===== src/hw/ppd_pkg.sv =====
`default_nettype none
package ppd_pkg;
  localparam int ADDR_W      = 8;
  localparam int DATA_W      = 8;
  localparam int PC_W        = 12;
  localparam int PHYS_W      = 13;
  localparam int PAGE_W      = 2;
  localparam int OFS_W       = 11;
  localparam int WIN_LOW_W   = 6;
  localparam int WIN_REG_W   = 7;
  localparam int STACK_DEPTH = 6;
  localparam int CNT_W       = 3;
  localparam int RAM_DEPTH   = 60;
  localparam int RAM_AW      = 6;
  localparam int BANK_DEPTH  = 128;
  localparam int BANK_AW     = 7;

  // data-space map
  localparam logic [7:0] BANK_LO     = 8'h00;
  localparam logic [7:0] BANK_HI     = 8'h3f;
  localparam logic [7:0] WIN_LO      = 8'h40;
  localparam logic [7:0] WIN_HI      = 8'h7f;
  localparam logic [7:0] RAM_LO      = 8'h84;
  localparam logic [7:0] RAM_HI      = 8'hbf;
  localparam logic [7:0] WINDOW_REG  = 8'hc9;
  localparam logic [7:0] PAGE_REG    = 8'hca;
  localparam logic [7:0] BANK_REG    = 8'hcb;

  // page select fields
  localparam int PAGE_LOW_BIT  = 0;
  localparam int PAGE_HIGH_BIT = 1;
  localparam int PC_MSB        = 11;
  localparam logic [PAGE_W-1:0] STATIC_PAGE = 2'h1;

  // bank select codes, one hot
  localparam logic [7:0] BANK_EE0  = 8'h01;
  localparam logic [7:0] BANK_EE1  = 8'h02;
  localparam logic [7:0] BANK_RAM1 = 8'h08;
  localparam logic [7:0] BANK_RAM2 = 8'h10;

  // reset values
  localparam logic [PAGE_W-1:0]    PAGE_RESET   = 2'h0;
  localparam logic [WIN_REG_W-1:0] WINDOW_RESET = 7'h00;
  localparam logic [7:0]           BANK_RESET   = 8'h00;
  localparam logic [7:0]           UNREAD_VALUE = 8'h00;

  // vectors inside the static page
  localparam logic [PC_W-1:0] RESET_VECTOR = 12'hffe;
  localparam logic [PC_W-1:0] NMI_VECTOR   = 12'hffc;

  typedef enum logic [3:0] {
    RG_BANK_NONE, RG_EE0, RG_EE1, RG_BRAM1, RG_BRAM2, RG_WINDOW,
    RG_RAM, RG_PAGE_REG, RG_WINDOW_REG, RG_BANK_REG, RG_PERIPH
  } ppd_region_type;
endpackage : ppd_pkg
`default_nettype wire


===== src/hw/ppd_core.sv =====
`timescale 1ns/1ps
`default_nettype none
// Behaviour
// - program space uses a 12-bit counter; bit 11 picks the static page
// - four 2K pages; lower half shows the page chosen by page select
// - counter bit 11 set maps fetch to page 1 regardless of page select
// - page select one in lower half reaches the same static storage
// - with bit 11 clear, select 00..11 picks pages 0..3
// - page select at CAh, byte write only; reads and bit ops unsupported
// - page select content is undefined to software after reset
// - page select untouched by interrupts, calls and returns
// - static page holds vectors and stays reachable at all times
// - readout protection blocks external reads of program memory
// - 64-byte read-only window at 40h..7Fh reads program memory
// - 00h..3Fh banked onto two RAM and two EEPROM 64-byte banks
// - six-entry 12-bit return stack
// - 60 bytes general RAM beside core and peripheral registers
// - window address is window register over six low address bits
// - bank select one hot: bits 0,1 EEPROM, bits 3,4 RAM pages
module ppd_core (
  input  wire logic                        clk_i,
  input  wire logic                        resetn_i,
  input  wire logic                        ce_i,
  input  wire logic                        fetch_i,
  input  wire logic [ppd_pkg::PC_W-1:0]    pc_i,
  output logic      [ppd_pkg::PHYS_W-1:0]  fetch_addr_o,
  output logic                             fetch_valid_o,
  input  wire logic                        data_rd_i,
  input  wire logic                        data_wr_i,
  input  wire logic                        data_bitop_i,
  input  wire logic [ppd_pkg::ADDR_W-1:0]  data_addr_i,
  input  wire logic [ppd_pkg::DATA_W-1:0]  data_wdata_i,
  output logic      [ppd_pkg::DATA_W-1:0]  data_rdata_o,
  output logic                             data_rvalid_o,
  output logic      [ppd_pkg::PHYS_W-1:0]  mem_addr_o,
  input  wire logic [ppd_pkg::DATA_W-1:0]  mem_data_i,
  input  wire logic                        readout_protect_i,
  input  wire logic                        ext_rd_i,
  input  wire logic [ppd_pkg::PHYS_W-1:0]  ext_addr_i,
  output logic                             ext_ready_o,
  output logic      [ppd_pkg::DATA_W-1:0]  ext_data_o,
  output logic                             ext_valid_o,
  output logic                             ext_denied_o,
  output logic                             eeprom_req_o,
  output logic                             eeprom_wr_o,
  output logic                             eeprom_page_o,
  output logic      [ppd_pkg::WIN_LOW_W-1:0] eeprom_addr_o,
  output logic      [ppd_pkg::DATA_W-1:0]  eeprom_wdata_o,
  input  wire logic [ppd_pkg::DATA_W-1:0]  eeprom_rdata_i,
  output logic                             periph_req_o,
  output logic                             periph_wr_o,
  output logic      [ppd_pkg::ADDR_W-1:0]  periph_addr_o,
  output logic      [ppd_pkg::DATA_W-1:0]  periph_wdata_o,
  input  wire logic [ppd_pkg::DATA_W-1:0]  periph_rdata_i,
  input  wire logic                        push_i,
  input  wire logic                        pop_i,
  input  wire logic [ppd_pkg::PC_W-1:0]    push_data_i,
  output logic      [ppd_pkg::PC_W-1:0]    stack_top_o,
  output logic      [ppd_pkg::CNT_W-1:0]   stack_depth_o
);
  import ppd_pkg::*;

  // physical program address for a counter value and page select
  function automatic logic [PHYS_W-1:0] map_fetch(
    input logic [PC_W-1:0]   pc,
    input logic [PAGE_W-1:0] sel
  );
    logic [PAGE_W-1:0] page;
    page = pc[PC_MSB] ? STATIC_PAGE : sel;
    // page 1 through either half lands on one physical 2K
    return {page, pc[OFS_W-1:0]};
  endfunction : map_fetch

  // data-space region of an address under the current bank select
  function automatic ppd_region_type decode(
    input logic [ADDR_W-1:0] addr,
    input logic [7:0]        bank
  );
    ppd_region_type r;
    r = RG_PERIPH;
    if (addr <= BANK_HI) begin
      unique case (bank)
        BANK_EE0:  r = RG_EE0;
        BANK_EE1:  r = RG_EE1;
        BANK_RAM1: r = RG_BRAM1;
        BANK_RAM2: r = RG_BRAM2;
        default:   r = RG_BANK_NONE;
      endcase
    end else if (addr <= WIN_HI) begin
      r = RG_WINDOW;
    end else if ((addr >= RAM_LO) && (addr <= RAM_HI)) begin
      r = RG_RAM;
    end else if (addr == PAGE_REG) begin
      r = RG_PAGE_REG;
    end else if (addr == WINDOW_REG) begin
      r = RG_WINDOW_REG;
    end else if (addr == BANK_REG) begin
      r = RG_BANK_REG;
    end
    return r;
  endfunction : decode

  logic [PAGE_W-1:0]    page_sel_reg, page_sel_next;
  logic [WIN_REG_W-1:0] win_pos_reg,  win_pos_next;
  logic [7:0]           bank_sel_reg, bank_sel_next;
  logic [PHYS_W-1:0]    fetch_addr_reg, fetch_addr_next;
  logic                 fetch_valid_reg, fetch_valid_next;
  logic                 s1_valid_reg, s1_valid_next;
  logic                 s1_rd_reg,    s1_rd_next;
  ppd_region_type       s1_region_reg, s1_region_next;
  logic [ADDR_W-1:0]    s1_addr_reg,  s1_addr_next;
  logic [DATA_W-1:0]    s1_wdata_reg, s1_wdata_next;
  logic [PHYS_W-1:0]    mem_addr_reg, mem_addr_next;
  logic                 mem_ext_reg,  mem_ext_next;
  logic [DATA_W-1:0]    rdata_reg,    rdata_next;
  logic                 rvalid_reg,   rvalid_next;
  logic [DATA_W-1:0]    ext_data_reg, ext_data_next;
  logic                 ext_valid_reg, ext_valid_next;
  logic                 ext_denied_reg, ext_denied_next;

  ppd_region_type    region;
  logic              win_rd;
  logic              ram_we;
  logic              bank_we;
  logic [RAM_AW-1:0] ram_waddr;
  logic [RAM_AW-1:0] ram_raddr;
  logic [DATA_W-1:0] ram_rdata;
  logic [DATA_W-1:0] bank_rdata;

  assign region  = decode(data_addr_i, bank_sel_reg);
  assign win_rd  = data_rd_i && (region == RG_WINDOW);
  assign ram_we  = data_wr_i && (region == RG_RAM);
  assign bank_we = data_wr_i &&
                   ((region == RG_BRAM1) || (region == RG_BRAM2));
  assign ram_waddr = RAM_AW'(data_addr_i - RAM_LO);
  assign ram_raddr = RAM_AW'(s1_addr_reg - RAM_LO);
  // core window reads win the shared program memory port
  assign ext_ready_o = !win_rd;

  // write-only control registers
  always_comb begin
    page_sel_next = page_sel_reg;
    win_pos_next  = win_pos_reg;
    bank_sel_next = bank_sel_reg;
    // bit operations on write-only registers are dropped
    if (data_wr_i && !data_bitop_i) begin
      unique case (region)
        RG_PAGE_REG: begin
          page_sel_next = {data_wdata_i[PAGE_HIGH_BIT],
                           data_wdata_i[PAGE_LOW_BIT]};
        end
        RG_WINDOW_REG: win_pos_next  = data_wdata_i[WIN_REG_W-1:0];
        RG_BANK_REG:   bank_sel_next = data_wdata_i;
        default: begin
        end
      endcase
    end
  end

  // only a data write changes page select; stack traffic never does
  always_ff @(posedge clk_i or negedge resetn_i) begin
    if (!resetn_i) begin
      page_sel_reg <= PAGE_RESET;
      win_pos_reg  <= WINDOW_RESET;
      bank_sel_reg <= BANK_RESET;
    end else if (ce_i) begin
      page_sel_reg <= page_sel_next;
      win_pos_reg  <= win_pos_next;
      bank_sel_reg <= bank_sel_next;
    end
  end

  // fetch path and first access stage
  always_comb begin
    fetch_valid_next = fetch_i;
    fetch_addr_next  = fetch_addr_reg;
    if (fetch_i) begin
      fetch_addr_next = map_fetch(pc_i, page_sel_reg);
    end
    s1_valid_next  = data_rd_i || data_wr_i;
    s1_rd_next     = data_rd_i;
    s1_region_next = region;
    s1_addr_next   = data_addr_i;
    s1_wdata_next  = data_wdata_i;
    mem_addr_next  = mem_addr_reg;
    mem_ext_next   = 1'b0;
    if (win_rd) begin
      mem_addr_next = {win_pos_reg, data_addr_i[WIN_LOW_W-1:0]};
    end else if (ext_rd_i) begin
      mem_addr_next = ext_addr_i;
      mem_ext_next  = 1'b1;
    end
  end

  always_ff @(posedge clk_i or negedge resetn_i) begin
    if (!resetn_i) begin
      fetch_addr_reg  <= '0;
      fetch_valid_reg <= 1'b0;
      s1_valid_reg    <= 1'b0;
      s1_rd_reg       <= 1'b0;
      s1_region_reg   <= RG_BANK_NONE;
      s1_addr_reg     <= '0;
      s1_wdata_reg    <= '0;
      mem_addr_reg    <= '0;
      mem_ext_reg     <= 1'b0;
    end else if (ce_i) begin
      fetch_addr_reg  <= fetch_addr_next;
      fetch_valid_reg <= fetch_valid_next;
      s1_valid_reg    <= s1_valid_next;
      s1_rd_reg       <= s1_rd_next;
      s1_region_reg   <= s1_region_next;
      s1_addr_reg     <= s1_addr_next;
      s1_wdata_reg    <= s1_wdata_next;
      mem_addr_reg    <= mem_addr_next;
      mem_ext_reg     <= mem_ext_next;
    end
  end

  // second stage: read data return
  always_comb begin
    rvalid_next = s1_valid_reg && s1_rd_reg;
    rdata_next  = rdata_reg;
    if (rvalid_next) begin
      unique case (s1_region_reg)
        RG_RAM:              rdata_next = ram_rdata;
        RG_BRAM1, RG_BRAM2:  rdata_next = bank_rdata;
        RG_EE0, RG_EE1:      rdata_next = eeprom_rdata_i;
        RG_WINDOW:           rdata_next = mem_data_i;
        RG_PERIPH:           rdata_next = periph_rdata_i;
        default:             rdata_next = UNREAD_VALUE;
      endcase
    end
    ext_valid_next  = mem_ext_reg;
    ext_denied_next = mem_ext_reg && readout_protect_i;
    ext_data_next   = ext_data_reg;
    if (mem_ext_reg) begin
      ext_data_next = readout_protect_i ? UNREAD_VALUE
                                        : mem_data_i;
    end
  end

  always_ff @(posedge clk_i or negedge resetn_i) begin
    if (!resetn_i) begin
      rdata_reg      <= '0;
      rvalid_reg     <= 1'b0;
      ext_data_reg   <= '0;
      ext_valid_reg  <= 1'b0;
      ext_denied_reg <= 1'b0;
    end else if (ce_i) begin
      rdata_reg      <= rdata_next;
      rvalid_reg     <= rvalid_next;
      ext_data_reg   <= ext_data_next;
      ext_valid_reg  <= ext_valid_next;
      ext_denied_reg <= ext_denied_next;
    end
  end

  ppd_ram #(.DEPTH(RAM_DEPTH), .AW(RAM_AW)) u_gen_ram (
    .clk_i    (clk_i),
    .resetn_i (resetn_i),
    .ce_i     (ce_i),
    .we_i     (ram_we),
    .waddr_i  (ram_waddr),
    .wdata_i  (data_wdata_i),
    .raddr_i  (ram_raddr),
    .rdata_o  (ram_rdata)
  );

  ppd_ram #(.DEPTH(BANK_DEPTH), .AW(BANK_AW)) u_bank_ram (
    .clk_i    (clk_i),
    .resetn_i (resetn_i),
    .ce_i     (ce_i),
    .we_i     (bank_we),
    .waddr_i  ({region == RG_BRAM2, data_addr_i[WIN_LOW_W-1:0]}),
    .wdata_i  (data_wdata_i),
    .raddr_i  ({s1_region_reg == RG_BRAM2, s1_addr_reg[WIN_LOW_W-1:0]}),
    .rdata_o  (bank_rdata)
  );

  ppd_stack u_stack (
    .clk_i       (clk_i),
    .resetn_i    (resetn_i),
    .ce_i        (ce_i),
    .push_i      (push_i),
    .pop_i       (pop_i),
    .push_data_i (push_data_i),
    .top_o       (stack_top_o),
    .depth_o     (stack_depth_o)
  );

  assign fetch_addr_o   = fetch_addr_reg;
  assign fetch_valid_o  = fetch_valid_reg;
  assign data_rdata_o   = rdata_reg;
  assign data_rvalid_o  = rvalid_reg;
  assign mem_addr_o     = mem_addr_reg;
  assign ext_data_o     = ext_data_reg;
  assign ext_valid_o    = ext_valid_reg;
  assign ext_denied_o   = ext_denied_reg;
  assign eeprom_req_o   = s1_valid_reg &&
                          ((s1_region_reg == RG_EE0) ||
                           (s1_region_reg == RG_EE1));
  assign eeprom_wr_o    = eeprom_req_o && !s1_rd_reg;
  assign eeprom_page_o  = (s1_region_reg == RG_EE1);
  assign eeprom_addr_o  = s1_addr_reg[WIN_LOW_W-1:0];
  assign eeprom_wdata_o = s1_wdata_reg;
  assign periph_req_o   = s1_valid_reg && (s1_region_reg == RG_PERIPH);
  assign periph_wr_o    = periph_req_o && !s1_rd_reg;
  assign periph_addr_o  = s1_addr_reg;
  assign periph_wdata_o = s1_wdata_reg;
endmodule : ppd_core
`default_nettype wire


===== src/hw/ppd_ram.sv =====
`timescale 1ns/1ps
`default_nettype none
module ppd_ram #(
  parameter int DEPTH = 60,
  parameter int AW    = 6
) (
  input  wire logic                  clk_i,
  input  wire logic                  resetn_i,
  input  wire logic                  ce_i,
  input  wire logic                  we_i,
  input  wire logic [AW-1:0]         waddr_i,
  input  wire logic [ppd_pkg::DATA_W-1:0] wdata_i,
  input  wire logic [AW-1:0]         raddr_i,
  output logic      [ppd_pkg::DATA_W-1:0] rdata_o
);
  import ppd_pkg::*;

  logic [DATA_W-1:0] mem_reg  [DEPTH];
  logic [DATA_W-1:0] mem_next [DEPTH];

  genvar g;
  generate
    for (g = 0; g < DEPTH; g++) begin : g_word
      always_comb begin
        mem_next[g] = mem_reg[g];
        if (we_i && (waddr_i == AW'(g))) begin
          mem_next[g] = wdata_i;
        end
      end
      always_ff @(posedge clk_i or negedge resetn_i) begin
        if (!resetn_i) begin
          mem_reg[g] <= '0;
        end else if (ce_i) begin
          mem_reg[g] <= mem_next[g];
        end
      end
    end
  endgenerate

  // out-of-range index reads as zero
  assign rdata_o = (int'(raddr_i) < DEPTH) ? mem_reg[raddr_i] : '0;
endmodule : ppd_ram
`default_nettype wire


===== src/hw/ppd_stack.sv =====
`timescale 1ns/1ps
`default_nettype none
module ppd_stack (
  input  wire logic                    clk_i,
  input  wire logic                    resetn_i,
  input  wire logic                    ce_i,
  input  wire logic                    push_i,
  input  wire logic                    pop_i,
  input  wire logic [ppd_pkg::PC_W-1:0] push_data_i,
  output logic      [ppd_pkg::PC_W-1:0] top_o,
  output logic      [ppd_pkg::CNT_W-1:0] depth_o
);
  import ppd_pkg::*;

  logic [PC_W-1:0]  ent_reg  [STACK_DEPTH];
  logic [PC_W-1:0]  ent_next [STACK_DEPTH];
  logic [CNT_W-1:0] cnt_reg;
  logic [CNT_W-1:0] cnt_next;

  genvar g;
  generate
    for (g = 0; g < STACK_DEPTH; g++) begin : g_ent
      always_comb begin
        ent_next[g] = ent_reg[g];
        if (push_i && pop_i) begin
          if (g == 0) ent_next[g] = push_data_i;
        end else if (push_i) begin
          // deepest entry falls off on overflow
          ent_next[g] = (g == 0) ? push_data_i : ent_reg[(g == 0) ? 0 : g-1];
        end else if (pop_i) begin
          ent_next[g] = ent_reg[(g == STACK_DEPTH-1) ? g : g+1];
        end
      end
      always_ff @(posedge clk_i or negedge resetn_i) begin
        if (!resetn_i) begin
          ent_reg[g] <= '0;
        end else if (ce_i) begin
          ent_reg[g] <= ent_next[g];
        end
      end
    end
  endgenerate

  always_comb begin
    cnt_next = cnt_reg;
    if (push_i && !pop_i && (cnt_reg != CNT_W'(STACK_DEPTH))) begin
      cnt_next = cnt_reg + 3'h1;
    end else if (pop_i && !push_i && (cnt_reg != 3'h0)) begin
      cnt_next = cnt_reg - 3'h1;
    end
  end

  always_ff @(posedge clk_i or negedge resetn_i) begin
    if (!resetn_i) begin
      cnt_reg <= '0;
    end else if (ce_i) begin
      cnt_reg <= cnt_next;
    end
  end

  assign top_o   = ent_reg[0];
  assign depth_o = cnt_reg;
endmodule : ppd_stack
`default_nettype wire


===== config.mk =====
export PLATFORM = sky130hd
export DESIGN_NAME = ppd_core
export DESIGN_NICKNAME = d
export VERILOG_FILES = /design/src/hw/ppd_pkg.sv /design/src/hw/ppd_core.sv /design/src/hw/ppd_ram.sv /design/src/hw/ppd_stack.sv
export SDC_FILE = /design/constraint.sdc
export NUM_CORES = 2
export LEC_CHECK = 0
export BUFFER_PORTS_ARGS = -buffer_cell sky130_fd_sc_hd__buf_4
export CELL_PAD_IN_SITES_DETAIL_PLACEMENT = 1
export CELL_PAD_IN_SITES_GLOBAL_PLACEMENT = 1
export CORE_MARGIN = 10
export CORE_UTILIZATION = 40
export DETAILED_ROUTE_END_ITERATION = 16
export GPL_TIMING_DRIVEN = 0
export HOLD_SLACK_MARGIN = 0.15
export PLACE_DENSITY_LB_ADDON = 0.3
export SYNTH_ARGS = -nofsm -noshare
export SYNTH_HDL_FRONTEND = slang
export SYNTH_SLANG_ARGS = --single-unit

===== constraint.sdc =====
create_clock -name clk_i -period 4 [get_ports clk_i]
set_input_delay 0.2 -clock clk_i [delete_from_list [all_inputs] [get_ports clk_i]]
set_output_delay 0.2 -clock clk_i [all_outputs]
set_load 0.01 [all_outputs]

==> summary.md <==
| Metric | Value |
|---|---|
| WP buf/inv | `2` |
| Worst Setup End Kind | `register` |
| Clock Pin Slew Worst Setup and Hold Paths | `60 ps` |
| Crit share post-route | `107%` |
| Die height | `458 um` |
| Syn. warnings | `0` |
| Crit Path Category | `reg -> reg` |
| Die width | `458 um` |
| Final core utilization | `47.3%` |
| Port Buffers | `173` |
| Max Clock Freq | `233 MHz` |
| H-tree lvl count | `4` |
| Leak | `42.9 nW` |
| Net load switching power | `11.6 mW` |
| Gr usage total | `29.6%` |
| Data arrival, critical path | `5070 ps` |
| Detailed Route Iter0 Violations | `5,485` |
| Hold Startpoint | `periph_rdata_i[2]` |
| Yosys top cell area share | `54.4%` |
| Unrepaired setup endpoints after global routing | `no` |
| VDD IR-drop max | `0.000439 V` |
| Sequential area share after synthesis | `54.4%` |
| R2r worst-path depth | `8` |
| First-pass GRT wire length | `439,000 um` |
| R2r startpoint | `periph_addr_o[2]` |
| Largest net degree at the start of global routing | `181` |
| Synth Cell Area | `76,600 um^2` |
| Worst Hold Path Cells | `7` |
| Hold Fails Final Rpt | `0` |
| Syn Nets | `5,336` |
| Num Clock Sinks | `1,665` |
| Vias in the first global route | `54.6k` |
| Slowest CP cell | `clkbuf_1` |
| Worst hold path endpoint | `data_rdata_o[2]` |
| R2R setup slack | `-290 ps` |
| FF+latch count, synth | `1,665` |
| Most numerous cell in the Yosys netlist | `dfrtp_1` |
| Gpl congestion | `0.968` |
| Clock power frac | `42.6%` |
| Routed WL | `316,000 um` |
| Wire per inst | `37.6 um` |
| CTS Buf Count | `185` |
| Synthesis-to-layout area growth | `17.5%` |
| Worst Path Max Fanout | `10` |
| Crit-path max cell delay | `860 ps` |
| Routed wl met3 | `29,300 um` |
| Die area | `209,000 um^2` |
| Internal power | `29.4 mW` |
| Async S/R FF share, synth | `100%` |
| CP cell instances | `nand2b_1 -> clkbuf_1 -> clkbuf_2 -> o22ai_1 -> o32ai_1 -> a211oi_1 -> a311oi_1 -> a211o_1` |
| Nets | `5,845` |
| TritonCTS clock tree | `built` |
| Cell taking the most area after synthesis | `dfrtp_1` |
| Post-synth EDFFs | `0` |
| Met2 wire len | `140,000 um` |
| Seq pwr share | `43.9%` |
| Starting Density | `40.3%` |
| Fin Clk Skew | `30.6 ps` |
| Vias per cell | `6.18` |
| Post-synth top flop | `dfrtp_1` |
| Max Cap Viol | `4` |
| Vias | `52.1k` |
| Final hold slack | `203 ps` |
| Critical Path RT | `4790 ps` |
| HPWL after detailed placement | `216,000 um` |
| Final Non-Filler Cells | `8,420` |
| Pwr Density | `456 nW/um^2` |
| Slew @ Worst Pin | `1630 ps` |
| Critical R2R Capture | `data_rdata_o[7]` |
| Share of cells above drive strength 1 | `45.9%` |
| GRT overflow | `0` |
| CTS root buf | `clkbuf_16` |
| Critical path's top delay family | `compound AO/OA/AOI/OAI gates` |
| Hold Path Class | `in -> reg` |
| Final Critical Period | `4290 ps` |
| Post-Syn Area per Cell | `14.6 um^2` |
| WL met1 | `122,000 um` |
| Finish-stage setup viols | `10` |
| Ranking of synthesized cells by area | `dfrtp_1, mux2_2, mux4_2, mux2i_1, clkbuf_1` |
| Clk buf depth | `3` |
| Core area | `190,000 um^2` |
| Detail Route Antenna Nets | `0` |
| I/O pins | `185` |
| Switching Share | `28.3%` |
| DRC viols | `0` |
| Failing checks | `max-capacitance violations, max-slew violations, negative setup slack` |
| Cell count after synthesis | `5,241` |
| Run status | `finished, violations left` |
| Slack of the critical path | `-288 ps` |
| Setup tns final | `-1110 ps` |
| Comb pwr share | `13.5%` |
| Max reg flops | `1,024` |
| Max-slew violations | `38` |
| CP startpoint kind | `register` |
| Worst slew margin | `-9.29%` |
| Drt first pass iters | `5` |
| Netlist cell types | `83` |
| Initial antenna violation count | `37` |
| DR top layer | `met5` |
| Synth cell count leaders | `dfrtp_1, mux2_2, mux4_2` |
| Clock latency on the worst-skew pair | `870 ps` |
| DP Cell Count | `7,950` |
| Row count | `160` |
| Pwr Total | `41.0 mW` |
==> power by group through the flow <==
stage | logic [mW] | clock network, mW | registers (mW)
floorplan | 2.25 | 0 | 18.1
global placement | 4.90 | 0 | 18.3
detailed placement | 5.06 | 0 | 18.3
CTS | 5.41 | 17.6 | 18.0
global route | 5.71 | 18.3 | 18.0
finish | 5.56 | 17.5 | 18.0
==> cell families after synthesis <==
group                    after synthesis  synth area share (%)
AO/OA/AOI/OAI                        356                  3.26
XOR/XNOR                               9                 0.103
adder cells (fa/ha/maj)                7                 0.124
buffers and inverters                431                  2.41
flip-flops                          1665                  54.4
multiplexers                        2100                  35.4
AND/OR/NAND/NOR                      673                  4.32
==> per-stage QoR <==
stage	area, um^2	setup slack (ps)
floorplan	76600	268
global placement	81000	-17810
detailed placement	81700	-5300
CTS	89900	1.16
global route	90000	1.50
finish	90000	-288
==> layout make-up <==
class	count	area, um^2
antenna	16	40.0
buffer	410	2410
clock buffer	284	5510
clock inverter	46	627
fill	18700	100000
inverter	17	76.3
multi-input combinational	3145	33400
sequential	1665	41700
tap	2511	3140
timing repair buffer	326	3160
==> worst min-delay path, cell delays in order <==
cell      delay (ps)
buf_4             80
a32oi_1           50
a21o_1           210
o311ai_1         100
buf_4            180
a31oi_4           70
o211ai_1         110
==> routing by layer <==
metal,global-route usage (%),up-vias
met2,44.8,2542
li1,-,20400
met3,8.64,820
met4,19.3,18
met5,0,-
met1,36.9,28200
==> repair_timing <==
action,CTS,global route
endpoints found under the hold margin,604,1
pin swaps,6,4
buffers inserted,9,1
hold buffers,116,1
setup endpoints to repair,213,161
resized for setup,259,18
==> placed cells by master, fill, tap and decap left out, drive strengths merged, types with 10 or more instances in the layout <==
cell         instances
o22ai               33
buf                341
o21ai               58
a22oi               19
nand4               14
diode               16
bufinv              10
mux2              1595
nor4                13
a211oi              23
a2111oi             15
clkinv              28
a21oi               75
dlygate4sd3        116
o221ai              15
dfrtp             1665
nor2b               19
nor2               198
clkbuf             561
nand3               57
nand2b              19
inv                 22
nor3                24
mux2i              180
a31oi               12
nand2              274
a22o                28
mux4               325
==> worst max path at each step <==
stage | startpoint | to | depth (start not counted)
2_1_floorplan | periph_addr_o[2] | data_rdata_o[1] | 14
3_3_place_gp | resetn_i | u_bank_ram.mem_reg[610] | 1
3_5_place_dp | periph_addr_o[3] | data_rdata_o[4] | 14
4_1_cts | bank_sel_reg[2] | u_bank_ram.mem_reg[776] | 8
5_1_grt | periph_addr_o[0] | data_rdata_o[0] | 10
6_report | periph_addr_o[2] | data_rdata_o[7] | 8
No activity file was read; power rests on OpenSTA's default activity.
